<file path="src/spc_pkg.sv">
/*
 Shared constants and types for the serial port control block.
 Assumes a 100 MHz system clock and a 5-bit byte address bus.
*/
`default_nettype none
package spc_pkg;
    localparam int ADDR_W = 5;
    localparam int DATA_W = 16;
    localparam logic [4:0] OFF_STATUS = 5'h00;
    localparam logic [4:0] OFF_RX     = 5'h04;
    localparam logic [4:0] OFF_TX     = 5'h08;
    localparam logic [4:0] OFF_DIV    = 5'h0C;
    localparam logic [4:0] OFF_CTRL   = 5'h10;
    localparam logic [15:0] CTRL_RST  = 16'h0000;
    localparam logic [7:0] DIV_RST    = 8'h00;
    localparam int B_MODE = 14;
    localparam int B_TFL  = 13;
    localparam int B_RFL  = 12;
    localparam int B_CONT = 11;
    localparam int B_LOOP = 10;
    localparam int B_SOE  = 9;
    localparam int B_ROW  = 8;
    localparam int B_ZEN  = 7;
    localparam int B_TRIG = 6;
    localparam int B_LSB  = 5;
    localparam int B_WOM  = 4;
    localparam int B_CPOL = 3;
    localparam int B_CPHA = 2;
    localparam int B_MST  = 1;
    localparam int B_EN   = 0;
    localparam logic [2:0] FIFO_FULL = 3'h4;
    localparam logic [3:0] BYTE_BITS = 4'h8;
    localparam logic [4:0] EDGE_LAST = 5'h0F;
    localparam logic [4:0] GAP_LAST  = 5'h01;
    localparam logic [7:0] FILL_ZERO = 8'h00;
    typedef enum logic [1:0] {SPC_IDLE, SPC_RUN, SPC_GAP} spc_mst_t;
    typedef struct packed {
        logic [15:0]     ctrl;
        logic [7:0]      div;
        logic [15:0]     rdata;
        logic [3:0][7:0] txf;
        logic [1:0]      txrp;
        logic [2:0]      txc;
        logic [3:0][7:0] rxf;
        logic [1:0]      rxrp;
        logic [2:0]      rxc;
        logic            ovf;
        logic            rxirq;
        logic            txirq;
        logic            unf;
        logic            ista;
        logic [7:0]      tsh;
        logic [7:0]      rsh;
        logic [7:0]      last;
        logic [3:0]      bits;
        logic            smp;
        logic [2:0]      txdone;
        spc_mst_t        st;
        logic [7:0]      dcnt;
        logic [4:0]      edg;
        logic            sclk_i;
        logic            start_req;
        logic [2:0]      sclk_sy;
        logic [2:0]      cs_sy;
        logic [1:0]      mosi_sy;
        logic [1:0]      miso_sy;
        logic            o_sclk;
        logic            o_sclk_oe_n;
        logic            o_cs_n;
        logic            o_cs_oe_n;
        logic            o_mosi;
        logic            o_mosi_oe_n;
        logic            o_miso;
        logic            o_miso_oe_n;
        logic            o_irq;
    } spc_state_t;
endpackage
`default_nettype wire

</file>
<file path="src/spc_port_control.sv">
/*
 Serial peripheral port: control register, 4-byte FIFOs, master clock
 generator and slave edge detector, all in one state struct.
 Assumes pins are resolved outside from out/oe_n triples and that the
 bus master follows single-cycle strobes with read data one cycle late.
*/
// Our own choices: the address-and-strobe port and the register addresses.
// Operation
// - Mode field sets tx/rx event thresholds at one to four bytes.
// - Tx flush empties tx FIFO and ignores writes while set.
// - Tx flush held high sends zero or the previous byte.
// - Rx flush empties rx FIFO, drops incoming bytes, raises no rx events.
// - Rx flush with read trigger: reading rx data still starts transfers.
// - Continuous master mode keeps chip select low until tx FIFO empty.
// - Non-continuous: single byte frames, one serial clock stall between.
// - Loopback feeds our own data output back into data input.
// - Slave data output drives only when drive enable set, else open drain.
// - Rx overflow with overwrite replaces newest byte, otherwise drops it.
// - Empty tx FIFO sends zero when zero fill set, else last byte.
// - Write trigger: tx write starts transfer, tx event only.
// - Read trigger: rx read starts transfer, rx event only.
// - Bit order bit selects LSB first both ways, else MSB first.
// - Wired-or mode drives data outputs open drain, pull-ups external.
// - Clock polarity bit sets serial clock idle level.
// - Phase bit puts clock pulse at start or end of bit.
// - Master select chooses master or slave and pin directions.
// - Port enable must be set for any transfer.
// - Peer must use the same clock polarity and phase.
// - Both FIFOs hold four bytes, levels reported as three-bit counts.
// - Byte into full rx FIFO sets overflow, event unless rx flush.
`default_nettype none
module spc_port_control (
    // System
    input  wire logic                        clk_sys,
    input  wire logic                        rst_n,
    // Register port
    input  wire logic [spc_pkg::ADDR_W-1:0]  addr,
    input  wire logic [spc_pkg::DATA_W-1:0]  wdata,
    input  wire logic                        wr_en,
    input  wire logic                        rd_en,
    output logic      [spc_pkg::DATA_W-1:0]  rdata,
    // Serial clock pin
    input  wire logic                        sclk_in,
    output logic                             sclk_out,
    output logic                             sclk_oe_n,
    // Chip select pin
    input  wire logic                        cs_n_in,
    output logic                             cs_n_out,
    output logic                             cs_oe_n,
    // Data pins
    input  wire logic                        mosi_in,
    output logic                             mosi_out,
    output logic                             mosi_oe_n,
    input  wire logic                        miso_in,
    output logic                             miso_out,
    output logic                             miso_oe_n,
    // Event level
    output logic                             spi_event
);
    import spc_pkg::*;

    spc_state_t s_reg;
    spc_state_t s_next;

    always_comb begin
        logic en, mst, cpha, cpol, lsb, wom, od;
        logic lead, trail, samp, shft, din, dout, go, cont_go;
        logic push, load, bit_n;
        logic [7:0] rb;
        logic [2:0] thr;
        logic [1:0] wi;
        s_next  = s_reg;
        samp    = 1'b0;
        shft    = 1'b0;
        din     = 1'b0;
        rb      = 8'h00;
        en      = s_reg.ctrl[B_EN];
        mst     = s_reg.ctrl[B_MST];
        cpha    = s_reg.ctrl[B_CPHA];
        cpol    = s_reg.ctrl[B_CPOL];
        lsb     = s_reg.ctrl[B_LSB];
        wom     = s_reg.ctrl[B_WOM];
        od      = 1'b0;
        thr     = {1'b0, s_reg.ctrl[B_MODE+1:B_MODE]} + 3'h1;
        dout    = lsb ? s_reg.tsh[0] : s_reg.tsh[7];
        cont_go = s_reg.ctrl[B_CONT] && s_reg.txc != 3'h0
                  && !s_reg.ctrl[B_TFL];
        lead    = 1'b0;
        trail   = 1'b0;
        push    = 1'b0;
        load    = 1'b0;
        go      = 1'b0;
        bit_n   = 1'b0;
        wi      = 2'h0;
        // Only stages 1 and 2 of the clock and select chains, stage 1 of the data chains, are read
        s_next.sclk_sy = {s_reg.sclk_sy[1:0], sclk_in};
        s_next.cs_sy   = {s_reg.cs_sy[1:0], cs_n_in};
        s_next.mosi_sy = {s_reg.mosi_sy[0], mosi_in};
        s_next.miso_sy = {s_reg.miso_sy[0], miso_in};
        if (s_reg.ctrl[B_LOOP])
            din = dout;
        else
            din = mst ? s_reg.miso_sy[1] : s_reg.mosi_sy[1];
        rb = lsb ? {din, s_reg.rsh[7:1]} : {s_reg.rsh[6:0], din};

        // Register reads; sticky clears lose to later sets
        s_next.rdata = '0;
        if (rd_en) begin
            case (addr)
                OFF_STATUS: begin
                    s_next.rdata = {4'h0, s_reg.rxc > thr, s_reg.rxc,
                                    s_reg.ovf, s_reg.rxirq, s_reg.txirq,
                                    s_reg.unf, s_reg.txc, s_reg.ista};
                    s_next.ovf   = 1'b0;
                    s_next.rxirq = 1'b0;
                    s_next.txirq = 1'b0;
                    s_next.unf   = 1'b0;
                    s_next.ista  = 1'b0;
                end
                OFF_RX: begin
                    s_next.rdata = {8'h00, s_reg.rxf[s_reg.rxrp]};
                    if (s_reg.rxc != 3'h0) begin
                        s_next.rxrp = s_reg.rxrp + 2'h1;
                        s_next.rxc  = s_reg.rxc - 3'h1;
                    end
                    if (!s_reg.ctrl[B_TRIG])
                        s_next.start_req = 1'b1;
                end
                OFF_DIV:  s_next.rdata = {8'h00, s_reg.div};
                OFF_CTRL: s_next.rdata = s_reg.ctrl;
                default:  s_next.rdata = '0;
            endcase
        end
        if (wr_en) begin
            case (addr)
                OFF_TX: begin
                    if (!s_reg.ctrl[B_TFL] && s_reg.txc != FIFO_FULL) begin
                        wi = s_reg.txrp + s_reg.txc[1:0];
                        s_next.txf[wi] = wdata[7:0];
                        s_next.txc = s_reg.txc + 3'h1;
                    end
                end
                OFF_DIV:  s_next.div  = wdata[7:0];
                OFF_CTRL: s_next.ctrl = wdata;
                default: ;
            endcase
        end

        // Master clock generator
        case (s_reg.st)
            SPC_IDLE: begin
                s_next.sclk_i = cpol;
                s_next.dcnt   = 8'h00;
                s_next.edg    = 5'h00;
                if (s_reg.ctrl[B_TRIG])
                    go = s_reg.txc != 3'h0;
                else
                    go = s_reg.start_req;
                if (en && mst && go) begin
                    s_next.st        = SPC_RUN;
                    s_next.start_req = 1'b0;
                    load             = 1'b1;
                end
            end
            SPC_RUN: begin
                if (s_reg.dcnt == s_reg.div) begin
                    s_next.dcnt   = 8'h00;
                    s_next.sclk_i = ~s_reg.sclk_i;
                    s_next.edg    = s_reg.edg + 5'h01;
                    lead          = ~s_reg.edg[0];
                    trail         = s_reg.edg[0];
                    if (s_reg.edg == EDGE_LAST) begin
                        s_next.edg = 5'h00;
                        if (!cont_go)
                            s_next.st = SPC_GAP;
                    end
                end else begin
                    s_next.dcnt = s_reg.dcnt + 8'h01;
                end
                if (!en || !mst)
                    s_next.st = SPC_IDLE;
            end
            SPC_GAP: begin
                // Chip select high for one full serial clock
                s_next.sclk_i = cpol;
                if (s_reg.dcnt == s_reg.div) begin
                    s_next.dcnt = 8'h00;
                    s_next.edg  = s_reg.edg + 5'h01;
                    if (s_reg.edg == GAP_LAST)
                        s_next.st = SPC_IDLE;
                end else begin
                    s_next.dcnt = s_reg.dcnt + 8'h01;
                end
                if (!en || !mst)
                    s_next.st = SPC_IDLE;
            end
            default: s_next.st = SPC_IDLE;
        endcase

        // Slave edge detection on synchronised pins
        if (en && !mst && !s_reg.cs_sy[1]) begin
            if (s_reg.cs_sy[2]) begin
                load = 1'b1;
            end else begin
                lead  = s_reg.sclk_sy[2] == cpol && s_reg.sclk_sy[1] != cpol;
                trail = s_reg.sclk_sy[2] != cpol && s_reg.sclk_sy[1] == cpol;
            end
        end

        // Shared bit engine; phase picks which edge samples
        samp = cpha ? trail : lead;
        shft = cpha ? lead : trail;
        if (samp) begin
            s_next.rsh  = rb;
            s_next.smp  = 1'b1;
            s_next.bits = s_reg.bits + 4'h1;
            if (s_reg.bits == BYTE_BITS - 4'h1)
                push = 1'b1;
        end
        if (shft) begin
            if (s_reg.bits == BYTE_BITS) begin
                if (!mst || cont_go)
                    load = 1'b1;
            end else if (s_reg.smp) begin
                s_next.tsh = lsb ? s_reg.tsh >> 1 : s_reg.tsh << 1;
            end
        end
        if (load) begin
            s_next.bits = 4'h0;
            s_next.smp  = 1'b0;
            if (s_next.txc != 3'h0 && !s_reg.ctrl[B_TFL]) begin
                s_next.tsh  = s_next.txf[s_next.txrp];
                s_next.last = s_next.txf[s_next.txrp];
                s_next.txrp = s_next.txrp + 2'h1;
                s_next.txc  = s_next.txc - 3'h1;
            end else begin
                // Fill byte keeps the link clocking on underrun
                s_next.tsh = s_reg.ctrl[B_ZEN] ? FILL_ZERO : s_reg.last;
                s_next.unf = 1'b1;
                if (!s_reg.ctrl[B_TFL])
                    s_next.ista = 1'b1;
            end
        end
        if (push) begin
            if (s_reg.ctrl[B_TRIG]) begin
                s_next.txdone = s_reg.txdone + 3'h1;
                if (s_reg.txdone + 3'h1 >= thr) begin
                    s_next.txdone = 3'h0;
                    s_next.txirq  = 1'b1;
                    s_next.ista   = 1'b1;
                end
            end
            if (!s_reg.ctrl[B_RFL]) begin
                if (s_next.rxc == FIFO_FULL) begin
                    s_next.ovf  = 1'b1;
                    s_next.ista = 1'b1;
                    if (s_reg.ctrl[B_ROW])
                        s_next.rxf[s_next.rxrp + 2'h3] = rb;
                end else begin
                    wi = s_next.rxrp + s_next.rxc[1:0];
                    s_next.rxf[wi] = rb;
                    s_next.rxc = s_next.rxc + 3'h1;
                    if (!s_reg.ctrl[B_TRIG] && s_next.rxc >= thr) begin
                        s_next.rxirq = 1'b1;
                        s_next.ista  = 1'b1;
                    end
                end
            end
        end
        if (s_reg.ctrl[B_TFL])
            s_next.txc = 3'h0;
        if (s_reg.ctrl[B_RFL])
            s_next.rxc = 3'h0;

        // Registered pin drive
        bit_n = lsb ? s_next.tsh[0] : s_next.tsh[7];
        s_next.o_sclk = (en && mst && s_next.st == SPC_RUN) ?
                        s_next.sclk_i : cpol;
        s_next.o_sclk_oe_n = !(en && mst);
        s_next.o_cs_n      = !(en && mst && s_next.st == SPC_RUN);
        s_next.o_cs_oe_n   = !(en && mst);
        s_next.o_mosi      = wom ? 1'b0 : bit_n;
        s_next.o_mosi_oe_n = !(en && mst && (!wom || !bit_n));
        od = wom || !s_reg.ctrl[B_SOE];
        s_next.o_miso      = od ? 1'b0 : bit_n;
        s_next.o_miso_oe_n = !(en && !mst && !s_reg.cs_sy[1]
                               && (!od || !bit_n));
        s_next.o_irq = s_next.ista;
    end

    always_ff @(posedge clk_sys) begin
        if (!rst_n) begin
            s_reg             <= '0;
            s_reg.ctrl        <= CTRL_RST;
            s_reg.div         <= DIV_RST;
            s_reg.o_sclk_oe_n <= 1'b1;
            s_reg.o_cs_n      <= 1'b1;
            s_reg.o_cs_oe_n   <= 1'b1;
            s_reg.o_mosi_oe_n <= 1'b1;
            s_reg.o_miso_oe_n <= 1'b1;
            s_reg.cs_sy       <= 3'h7;
        end else begin
            s_reg <= s_next;
        end
    end

    assign rdata     = s_reg.rdata;
    assign sclk_out  = s_reg.o_sclk;
    assign sclk_oe_n = s_reg.o_sclk_oe_n;
    assign cs_n_out  = s_reg.o_cs_n;
    assign cs_oe_n   = s_reg.o_cs_oe_n;
    assign mosi_out  = s_reg.o_mosi;
    assign mosi_oe_n = s_reg.o_mosi_oe_n;
    assign miso_out  = s_reg.o_miso;
    assign miso_oe_n = s_reg.o_miso_oe_n;
    assign spi_event = s_reg.o_irq;

    // Helper view of edge events for the overflow check
    logic lead_q;
    logic trail_q;
    assign lead_q  = s_reg.st == SPC_RUN && s_reg.dcnt == s_reg.div
                     && !s_reg.edg[0] && s_reg.ctrl[B_MST];
    assign trail_q = s_reg.st == SPC_RUN && s_reg.dcnt == s_reg.div
                     && s_reg.edg[0] && s_reg.ctrl[B_MST];

    // Slave leaves clock, select and master data undriven
    slave_pins_off_a: assert property (@(posedge clk_sys) disable iff (!rst_n)
        !s_reg.ctrl[B_MST] |=> sclk_oe_n && cs_oe_n && mosi_oe_n)
        else $error("master pins driven in slave mode");
    // Read data stands one cycle only
    rdata_idle_a: assert property (@(posedge clk_sys) disable iff (!rst_n)
        !rd_en |=> rdata == '0)
        else $error("read data not zero outside read");
    fifo_bound_a: assert property (@(posedge clk_sys) disable iff (!rst_n)
        s_reg.rxc <= FIFO_FULL && s_reg.txc <= FIFO_FULL)
        else $error("FIFO count above four");

    tx_flush_empty_a: assert property (@(posedge clk_sys) disable iff (!rst_n)
        s_reg.ctrl[B_TFL] |=> s_reg.txc == 3'h0)
        else $error("tx FIFO not emptied under flush");
    rx_flush_empty_a: assert property (@(posedge clk_sys) disable iff (!rst_n)
        s_reg.ctrl[B_RFL] |=> s_reg.rxc == 3'h0 && !$rose(s_reg.rxirq))
        else $error("rx FIFO not emptied under flush");
    idle_clock_a: assert property (@(posedge clk_sys) disable iff (!rst_n)
        !s_reg.ctrl[B_EN] |=> sclk_out == $past(s_reg.ctrl[B_CPOL]))
        else $error("serial clock not at idle level");
    cs_released_a: assert property (@(posedge clk_sys) disable iff (!rst_n)
        !s_reg.ctrl[B_EN] |=> cs_n_out && s_reg.st == SPC_IDLE)
        else $error("chip select low while disabled");
    miso_open_drain_a: assert property (@(posedge clk_sys) disable iff (!rst_n)
        !s_reg.ctrl[B_SOE] |=> miso_oe_n || !miso_out)
        else $error("slave output driven high without enable");
    mosi_wired_or_a: assert property (@(posedge clk_sys) disable iff (!rst_n)
        s_reg.ctrl[B_WOM] |=> mosi_oe_n || !mosi_out)
        else $error("data output driven high in wired-or mode");
    rx_overflow_a: assert property (@(posedge clk_sys) disable iff (!rst_n)
        s_reg.rxc == FIFO_FULL && !rd_en && !s_reg.ctrl[B_RFL]
        && (s_reg.ctrl[B_CPHA] ? trail_q : lead_q) && s_reg.bits == 4'h7
        |=> s_reg.ovf && s_reg.rxc == FIFO_FULL)
        else $error("overflow not flagged on full rx FIFO");
    gap_cs_high_a: assert property (@(posedge clk_sys) disable iff (!rst_n)
        s_reg.st == SPC_RUN ##1 s_reg.st == SPC_GAP |-> cs_n_out)
        else $error("chip select low during stall");
endmodule // spc_port_control
`default_nettype wire

</file>
<file path="config.mk">
export PLATFORM = sky130hd
export DESIGN_NAME = spc_port_control
export DESIGN_NICKNAME = d
export VERILOG_FILES = /design/src/spc_pkg.sv /design/src/spc_port_control.sv
export SDC_FILE = /design/constraint.sdc
export NUM_CORES = 1
export LEC_CHECK = 0
export BUFFER_PORTS_ARGS = -buffer_cell sky130_fd_sc_hd__buf_2
export CAP_MARGIN = 10
export CORE_ASPECT_RATIO = 0.5
export CORE_MARGIN = 2
export CORE_UTILIZATION = 65
export CTS_BUF_LIST = sky130_fd_sc_hd__clkbuf_8
export CTS_CLUSTER_SIZE = 25
export DETAILED_ROUTE_END_ITERATION = 8
export PLACE_DENSITY = 0.84
export SYNTH_ARGS = -nofsm -noshare
export SYNTH_HDL_FRONTEND = slang
export SYNTH_SLANG_ARGS = --single-unit
</file>
<file path="constraint.sdc">
create_clock -name clk_sys -period 6.1 [get_ports clk_sys]
set_input_delay 0.915 -clock clk_sys [delete_from_list [all_inputs] [get_ports clk_sys]]
set_output_delay 0.915 -clock clk_sys [all_outputs]
set_load 0.02 [all_outputs]
</file>
# [Word-level counts from Yosys, hierarchy flattened]
# Index checks and enable logic that the tools add are counted.
[classes] n_addsub=14 n_mul=0 div=0 magnitude_cmp=11 eq_ne=22 shift=0 mux=98 n_bitwise=4 n_reduce_logical=56
[ops] operator="two-way mux 32 bit" count=5
[ops] operator="two-way mux 8 bit" count=13
[ops] operator="bitwise mux 32 bit" count=3
[ops] operator="one-hot mux 16 bit (4 select lines)" count=1
[ops] operator="demux 8 bit (select 2 bit)" count=3
[ops] operator="two-way mux 1 bit" count=43
[ops] operator="one-hot mux 14 bit (3 select lines)" count=1
[ops] operator="binary-select mux 8 bit (select 2 bit)" count=2
[ops] operator="two-way mux 5 bit" count=6
[ops] operator="two-way mux 3 bit" count=7
[ops] operator="two-way mux 10 bit" count=2
[ops] operator="two-way mux 2 bit" count=9
[ops] operator="logical AND 1 bit" count=17
[ops] operator="== test 5 x 4 -> 1 bit (second input constant)" count=3
[ops] operator="less-than comparator 2 x 3 -> 1 bit (second input constant)" count=5
[ops] operator="zero test 1 bit" count=13
[ops] operator="two-way mux 6 bit" count=2
[ops] operator="nonzero test 3 bit" count=4
[ops] operator="AND reduction 2 bit" count=5
[ops] operator="OR reduction 2 bit" count=5
[ops] operator="adder 3 x 1 -> 3 bit (second input constant)" count=3
[ops] operator="AND reduction 3 bit" count=3
[ops] operator="adder 8 x 1 -> 8 bit (second input constant)" count=1
[ops] operator="== test 8 bit" count=1
[ops] operator="other kinds (29)" count=48
[totals] reg_bits=185 latch_bits=0 ram_bits=0 mem_bits_ro=0 in_bits=29 memories=0

# [Longest topological paths before layout]
# Gate-level depths: netlist of run 1.
[logic_depth] depth_word=19 ltp_mapped=17 mapped_depth_nobuf=15

# [Least setup slack after synthesis of run 1]
# No wires, ideal clock.
[synth_path] kind="input-to-reg" start="input port addr[2] (netlist bit)" end="register s_reg, in the netlist miso_out" setup_ns=0.061 arrival_time_ns=3.329 required_time_ns=6.039 setup_slack_ns=2.710 stages=13 n_path_buf=1 path_cell_list="and4bb_1 and3_1 clkbuf_1 mux2i_1 ha_1 ha_1 nor2_1 nor2_1 nand2_1 nand2_1 o32ai_1 o32ai_2 and4b_1"
[synth_between] elab_chain_cells=8 word_cells_on_any_way=12 classes_between="1 x eq/ne; 9 x mux; 2 x reduce/logical"
[synth_rtl] item="start, declared" line="spc_port_control.sv:37" text="input wire logic [spc_pkg::ADDR_W-1:0] addr,"
[synth_rtl] item="== test 5 x 4 -> 1 bit *" line="spc_port_control.sv:135" text="case (addr)"
[synth_rtl] item="two-way mux 32 bit or two-way mux 3 bit (tied branches)" line="spc_port_control.sv:135"
[synth_rtl] item="two-way mux 32 bit or two-way mux 3 bit (tied branches)" line="spc_port_control.sv:134" text="if (wr_en) begin"
[synth_rtl] item="binary-select mux 8 bit (select 2 bit) or nonzero test 3 bit (tied branches)" line="spc_port_control.sv:232, spc_port_control.sv:231"
[synth_rtl] item="two-way mux 8 bit (not written as such) or logical AND 1 bit (tied branches)" line="spc_port_control.sv:232, spc_port_control.sv:231"
[synth_rtl] item="two-way mux 8 bit *" line="spc_port_control.sv:231" text="if (s_next.txc != 3'h0 && !s_reg.ctrl[B_TFL]) begin"
[synth_rtl] item="two-way mux 10 bit *" line="spc_port_control.sv:228" text="if (load) begin"
[synth_rtl] item="two-way mux 1 bit *" line="spc_port_control.sv:276" text="bit_n = lsb ? s_next.tsh[0] : s_next.tsh[7];"
[synth_rtl] item="end signal, assigned" line="spc_port_control.sv:303" text="s_reg <= s_next;"
[synth_rtl] item="end, declared" line="spc_port_control.sv:62" text="spc_state_t s_reg;"
# Mark *: on every way between the ends. The rest lies on a longest branch, timed or not. The select of a mux whose other input is x is not followed.
# A chain may end at the register's enable or synchronous reset.

# [Final worst setup path of run 1]
[layout_path] start="input port addr[4] (netlist bit)" end="register s_reg, in the netlist miso_out"
# Same word-level chain as after synthesis.

==> summary.txt, run 1 <==
Status
  – Status: completed

Detailed routing
  – Wire per inst: between 15 and 20 µm
  – First DRT Iteration DRCs: roughly 620
  – Post-route DRC violation count: 0
  – ANT nets after route: 0
  – Via density per instance: 6.073
  – Via total after detailed routing: 7446
  – DRT Pass-1 Iters: 6
  – Final WL: between 20000 and 25000 µm

Critical path
  – Crit path kind: input port to flip-flop
  – Setup slack, reg-to-reg: approximately 2.3 ns
  – Worst path slowest cell: nor2_1
  – Critical Path Start Type: input port
  – Worst path required time: between 6 and 7 ns
  – Reg2reg path depth: 12
  – Reg-to-reg startpoint: s_reg[184]
  – Cell Chain, Critical Path: buf_2, nor3_2, and3_1, xnor2_1, ha_1, ha_1, nor2_1, nor2_1, nand2_1, nand2_1, o32ai_1, o32ai_2, and4b_1
  – WP data arrival: about 4.3 ns
  – CP Capture Type: flip-flop
  – Delay-heaviest family, CP: simple AND/OR/NAND/NOR gates
  – Max FO, Critical Path: 23
  – RR Endpoint: miso_out
  – WP buf/inv: 1
  – Critical Path Max Stage Delay: roughly 0.6 ns

GRT
  – GRT overflow: 0
  – Largest net degree at the start of global routing: 95
  – Gr usage total: 30.79%
  – First-pass GRT wire length: approximately 36000 µm
  – Antenna violations before repair: 0
  – Vias in the first global route: between 7000 and 8000

Hold path
  – Hold depth: 1
  – Hold Path Sink: s_next[15]
  – Hold path start: s_next[14]
  – Hold crit path type: flip-flop to flip-flop

Clocking
  – Clock buffer depth: 2
  – TritonCTS clock tree: yes
  – Later-pin clock latency in the skew report: 0.47 ns
  – Clock transition at path regs: between 0.1 and 0.15 ns
  – CTS root buf: clkbuf_8
  – Clock buffer count from CTS: 17
  – Post-CTS Hold Buffers: 0
  – Htree depth: 4
  – Clk sink count: between 150 and 200
  – Number of setup buffers added after CTS: 0
  – CTS resizes: 0

Floorplan
  – Cell row count: 30
  – Starting density of the core: about 67%
  – Die area: 15060 µm²
  – Chip Width: 171.6 µm
  – Core Area: approximately 14000 µm²
  – Die Ht: 87.78 µm
  – Io pins: 54

Timing
  – Worst Skew: roughly 0.020 ns
  – Final worst setup slack: 2.156 ns
  – Setup-failing EPs final: 0
  – Fin crit share: between 60% and 70%
  – RSZ-0062 raised after global routing: false
  – Slew Limit Headroom: between 30% and 40%
  – Final hold vios: 0
  – Max Clk Rate: between 0.2 and 0.3 GHz
  – Setup_tns: 0 ns
  – Count of final max-slew check failures: 0
  – Slew @ Worst Pin: 1.030 ns
  – Crit path time final: 3.944 ns

Power
  – Final Power: between 2 and 2.5 mW
  – P_leak: 3.692 nW
  – Pwr per Cell Area: 212.9 nW/µm²
  – Peak supply drop: roughly 0.12 mV

Synth
  – Most used DFF post-synth: dfxtp_1
  – Post-synth EDFFs: 0
  – Syn nets: ~1100
  – Syn Area/Cell: roughly 9 µm²
  – Seq cells post-synth: about 190
  – Synth Cell Area: 9124 µm²
  – Synth area leader: dfxtp_1
  – Ys async rst share: 0%
  – Sequential-to-total area share from yosys stat: about 41%
  – Largest cells by area after synthesis: dfxtp_1, mux2i_1, nor2_1
  – Unique masters post-synth: around 70
  – Mapped Cells: around 1000
  – Yosys warning count: 0
  – Top cell type's share of synthesized area: about two fifths

Placed design
  – GPL Wtd Cong: 0.9615
  – Placed Cells: about 1200
  – HPWL Detailed: 15760 µm
  – Setup WS pre-CTS: 1.734 ns
  – IO buf count: 53

Final layout
  – # nets final: about 1100
  – Layout overhead on the synthesized area: 5.760%
  – Non-Filler Instances: ~1200
  – Number of flip-flops in the largest register: 155
  – Share of cells above drive strength 1: about an eighth
  – Ant. Diodes: 0

Run
  – # Max-Cap Violations: 0
## routing by layer
metal  vias to the layer above  track usage (%)  part of all wire, %
met2                       316            49.95                   45
met1                      3526            40.02                   43
met3                        43            9.263                  9.5
li1                       3561                -                    -
met5                         -                0                    0
met4                         0            9.553                  1.6
## per-stage QoR
step	instance area [µm²]	util, %	hold WS, ns
global placement	9299	68.25	0.4008
detailed placement	9299	68.25	0.4178
finish	9649	70.82	0.4254
floorplan	9124	-	0.3863
global route	9649	70.82	0.4489
CTS	9649	70.82	0.4394
## layout by cell type, fill, tap and decap left out, drive strengths merged, types with 7 or more instances in the layout
cell type and n:
nand3 13, nand2b 15, inv 33, nand2 89, ha 27, mux2i 103
and2 8, mux4 8, a221oi 8, nor3 20, buf 55, a21oi 53
nor2 165, o22ai 21, a211oi 10, dfxtp 185, xor2 22, clkbuf 17
a21o 7, nand4 9, and3 13, o22a 8, o21ai 45, xnor2 19
## final cells by class
type / instances / area [µm²]
fill: 1072 / 3976
inverter: 27 / 102.6
multi-input combinational: 736 / 4972
clock buffer: 17 / 234.0
timing repair buffer: 55 / 280.3
clock inverter: 14 / 116.4
tap: 192 / 240.2
sequential: 185 / 3704
## power breakdown
part           switching, mW  leakage, nW  total, mW  internal, mW
logic                 0.0515         2.03     0.0721        0.0206
clock network          0.476        0.172      0.766         0.290
registers            0.00446         1.49       1.22          1.21
## synth_stat cells (all sizes together) (4+ instances only)
library cell	n
nor2	165
nand3	13
o21ai	45
and2	8
mux2i	103
xor2	22
dfxtp	185
mux2	6
xnor2	19
nand2b	15
nand4	9
o22ai	21
a31oi	5
and3	13
o221ai	5
a211oi	10
ha	27
a221oi	8
nand2	89
nor2b	6
a21o	7
nor4	4
nor3	20
o211ai	4
a21oi	53
a2111oi	5
buf	28
clkbuf	43
o22a	8
inv	27
mux4	8
## worst max path at each step
stage	end	cells past startpoint	slack, ns	startpoint
CTS	miso_out	13	2.22	addr[4]
finish	miso_out	13	2.16	addr[4]
floorplan	miso_out	13	2.71	addr[2]
detailed placement	miso_out	13	1.73	addr[4]
global route	s_reg[111]	9	1.81	addr[4]
global placement	s_reg[92]	12	1.96	addr[4]
## kinds of logic (layout without fill, tap and decap cells)
group | count (synthesis) | count (layout) | share of synthesized area, %
flip-flops | 185 | 185 | 40.59
AND/OR/NAND/NOR | 361 | 361 | 18.64
AO/OA/AOI/OAI | 190 | 190 | 14.14
XOR/XNOR | 41 | 41 | 3.936
adder cells (fa/ha/maj) | 27 | 27 | 3.703
multiplexers | 117 | 117 | 14.02
buffers and inverters | 98 | 113 | 4.978
Note: power is estimated with default switching activity, not from simulation.
==> run 2: changes to the inputs <==
Settings changed: CORE_UTILIZATION 65 to 57, PLACE_DENSITY 0.84 to 0.78.
Clock period 6.1 ns to 3.5 ns, I/O delays scaled along.
==> run 2 against run 1 <==
  * Die area up 14%
  * Combinational power up 89%
  * First-iteration DRC count up 24%
  * Sequential cell count unchanged
  * Sequential share of layout area down 0.96 points
  * Critical path type is now flip-flop to flip-flop
==> summary.txt, run 2 (synthesis gave the netlist of run 1 again) <==
Status
  – Status: completed (unchanged)

Critical path
  – Cell Chain, Critical Path: inv_1, ha_1, nand2_1, and3_1, xnor2_1, ha_1, ha_1, nor2_1, o21ai_0, o22ai_1, o32ai_1, o32ai_2, nor3b_1 (was buf_2, nor3_2, and3_1, xnor2_1, ha_1, ha_1, nor2_1, nor2_1, nand2_1, nand2_1, o32ai_1, o32ai_2, and4b_1)
  – Crit path kind: flip-flop to flip-flop (was input port to flip-flop)
  – WP buf/inv: 1 (unchanged)
  – Setup slack, reg-to-reg: 0.31 ns (was 2.31 ns)
  – Critical Path Start Type: flip-flop (was input port)
  – CP Capture Type: flip-flop (unchanged)
  – Delay-heaviest family, CP: simple AND/OR/NAND/NOR gates (unchanged)
  – Most used cell, CP: ha_1
  – Reg-to-reg startpoint: s_reg[110] (was s_reg[184])
  – RR Endpoint: mosi_out (was miso_out)
  – Max FO, Critical Path: 7 (was 23)
  – Worst path slowest cell: dfxtp_1 (was nor2_1)
  – Critical Path Max Stage Delay: 0.42 ns (was 0.60 ns)
  – Reg2reg path depth: 13 (was 12)
  – Worst path required time: 3.87 ns (was 6.47 ns)
  – WP data arrival: 3.56 ns (was 4.32 ns)

Clocking
  – Post-CTS Hold Buffers: 0 (unchanged)
  – Clock buffer depth: 2 (unchanged)
  – TritonCTS clock tree: yes (unchanged)
  – Htree depth: 4 (unchanged)
  – Clk sink count: 185 (unchanged)
  – Number of setup buffers added after CTS: 0 (unchanged)
  – Later-pin clock latency in the skew report: 0.47 ns (about the same)
  – Clock buffer count from CTS: 17 (unchanged)
  – CTS root buf: clkbuf_8 (unchanged)
  – Clock transition at path regs: 0.10 ns (was 0.11 ns)

Final layout
  – Leading cell type in the layout, fill and taps excluded: dfxtp_1 (unchanged)
  – Share of cells above drive strength 1: 14.22% (was 11.90%)
  – FILL cells: 1307 (was 1072)
  – Final core utilization: 63.70% (was 70.82%)
  – # nets final: 1105 (was 1078)
  – Ant. Diodes: 0 (unchanged)
  – Layout overhead on the synthesized area: 8.461% (was 5.760%)
  – Number of flip-flops in the largest register: 155 (unchanged)
  – Most frequent cells in the layout: dfxtp_1, nor2_1, mux2i_1 (unchanged)

Timing
  – Slew Limit Headroom: 34.59% (was 31.06%)
  – Slew @ Worst Pin: 0.9798 ns (was 1.030 ns)
  – Final hold vios: 0 (unchanged)
  – Worst Skew: 0.02050 ns (was 0.01996 ns)
  – Setup_tns: 0 ns (unchanged)
  – Max Clk Rate: 0.3134 GHz
  – Fin crit share: 91.15%
  – Count of final max-slew check failures: 0 (unchanged)
  – RSZ-0062 raised after global routing: false (unchanged)
  – Crit path time final: 3.190 ns
  – Setup-failing EPs final: 0 (unchanged)

Power
  – Peak supply drop: 0.2375 mV (was 0.1167 mV)
  – Final Power: 3.624 mW (was 2.054 mW)
  – Pwr per Cell Area: 366.2 nW/µm² (was 212.9 nW/µm²)
  – P_leak: 3.850 nW (was 3.692 nW)

Detailed routing
  – DRT Pass-1 Iters: 8 (was 6)
  – Wire per inst: 18.06 µm (was 18.12 µm)
  – Post-route DRC violation count: 0 (unchanged)
  – ANT nets after route: 0 (unchanged)
  – Final WL: 22860 µm (was 22210 µm)
  – Via density per instance: 5.960 (was 6.073)
  – First DRT Iteration DRCs: 772 (was 622)
  – Via total after detailed routing: 7545 (was 7446)

Hold path
  – Hold Path Sink: s_next[14] (was s_next[15])
  – Hold crit path type: input port to flip-flop (was flip-flop to flip-flop)
  – Hold path start: cs_n_in (was s_next[14])
  – Hold depth: 2 (was 1)

Floorplan
  – Die area: 17100 µm² (was 15060 µm²)
  – Core Area: 15530 µm² (was 13630 µm²)
  – Chip Width: 182.9 µm (was 171.6 µm)
  – Starting density of the core: 58.73% (was 66.96%)
  – Cell row count: 32 (was 30)
  – Io pins: 54 (unchanged)
  – Die Ht: 93.46 µm (was 87.78 µm)

GRT
  – Met2 Resource Use GR: 46.09% (was 49.95%)
  – Vias in the first global route: 7279 (was 7049)
  – Antenna violations before repair: 0 (unchanged)
  – First-pass GRT wire length: 36990 µm (was 35770 µm)
  – GRT overflow: 0 (unchanged)
  – Grt peak-use layer: met2 (unchanged)
  – GR Layer Usage met3: 5.257% (was 9.263%)
  – Gr usage total: 27.57% (was 30.79%)
  – GR Layer Usage met1: 36.45% (was 40.02%)
  – Largest net degree at the start of global routing: 123 (was 95)

Placed design
  – HPWL Detailed: 16290 µm (was 15760 µm)
  – IO buf count: 53 (unchanged)
  – GPL Wtd Cong: 0.9400 (was 0.9615)

Run
  – # Max-Cap Violations: 0 (unchanged)
==> run 2: cell types whose count changed in the layout (fill, tap and decap cells not counted) <==
cell and delta:
nand2_1 -1, buf_12 +1, inv_8 -3, o21ai_2 +1, clkinvlp_4 -1, bufinv_16 +1, o21ai_1 -1, inv_6 +1
clkinv_2 +1, nand2_2 +1, buf_4 +26, inv_1 +2
==> run 2: worst max path at each step <==
stage | end | slack (ns) | cells past startpoint | startpoint
floorplan | s_reg[78] | 0.43 | 16 | s_reg[73]
global placement | s_reg[108] | 0.33 | 11 | addr[1]
detailed placement | s_reg[104] | 0.21 | 11 | addr[1]
CTS | s_reg[93] | 0.26 | 12 | s_reg[74]
global route | mosi_out | 0.02 | 13 | s_reg[111]
finish | mosi_out | 0.31 | 13 | s_reg[110]
==> run 2: final cells by class <==
cell class | count | area [µm²] | share of cell area (%)
clock buffer | 17 | 234.0 | 2.364
timing repair buffer | 82 | 495.5 | 5.007
clock inverter | 15 | 126.4 | 1.277
inverter | 27 | 102.6 | 1.037
multi-input combinational | 736 | 4979 | 50.31
sequential | 185 | 3704 | 37.43
tap | 204 | 255.2 | 2.579
==> run 2: timing repair <==
action / CTS / global route
endpoints found under the hold margin: 0 / 0
resized for setup: 0 / 2
endpoints found under the setup margin: 0 / 8
==> run 2: routing by layer <==
metal	up-vias	share of wire [%]
met5	-	0
met4	0	1.9
met3	38	7.1
met2	244	46
met1	3650	45
li1	3613	-
==> run 2: where the power goes <==
part           switching, mW  internal [mW]  leakage [nW]
logic                 0.0924         0.0431          2.17
clock network          0.807          0.563         0.187
registers            0.00650           2.11          1.49
total                  0.906           2.72          3.85
==> run 2: metrics by stage <==
step	std cells	setup slack (ns)	cell area (µm²)	hold WS (ns)
after CTS	1266	0.2565	9889	0.2291
after global placement	1234	0.3344	9529	0.3953
after detailed placement	1234	0.2116	9529	0.3933
after global routing	1266	0.02116	9896	0.2374
final	1266	0.3096	9896	0.2425
after floorplan	1019	0.4333	9124	0.3863
==> run 2: worst reg2reg max path: cells and delay by family (launching register included) <==
kind                     cells  cell delay, ns
XOR/XNOR                     1            0.14
buffers and inverters        1            0.07
adder cells (fa/ha/maj)      3            0.62
AND/OR/NAND/NOR              4            1.01
flip-flops                   1            0.42
AO/OA/AOI/OAI                4            0.83
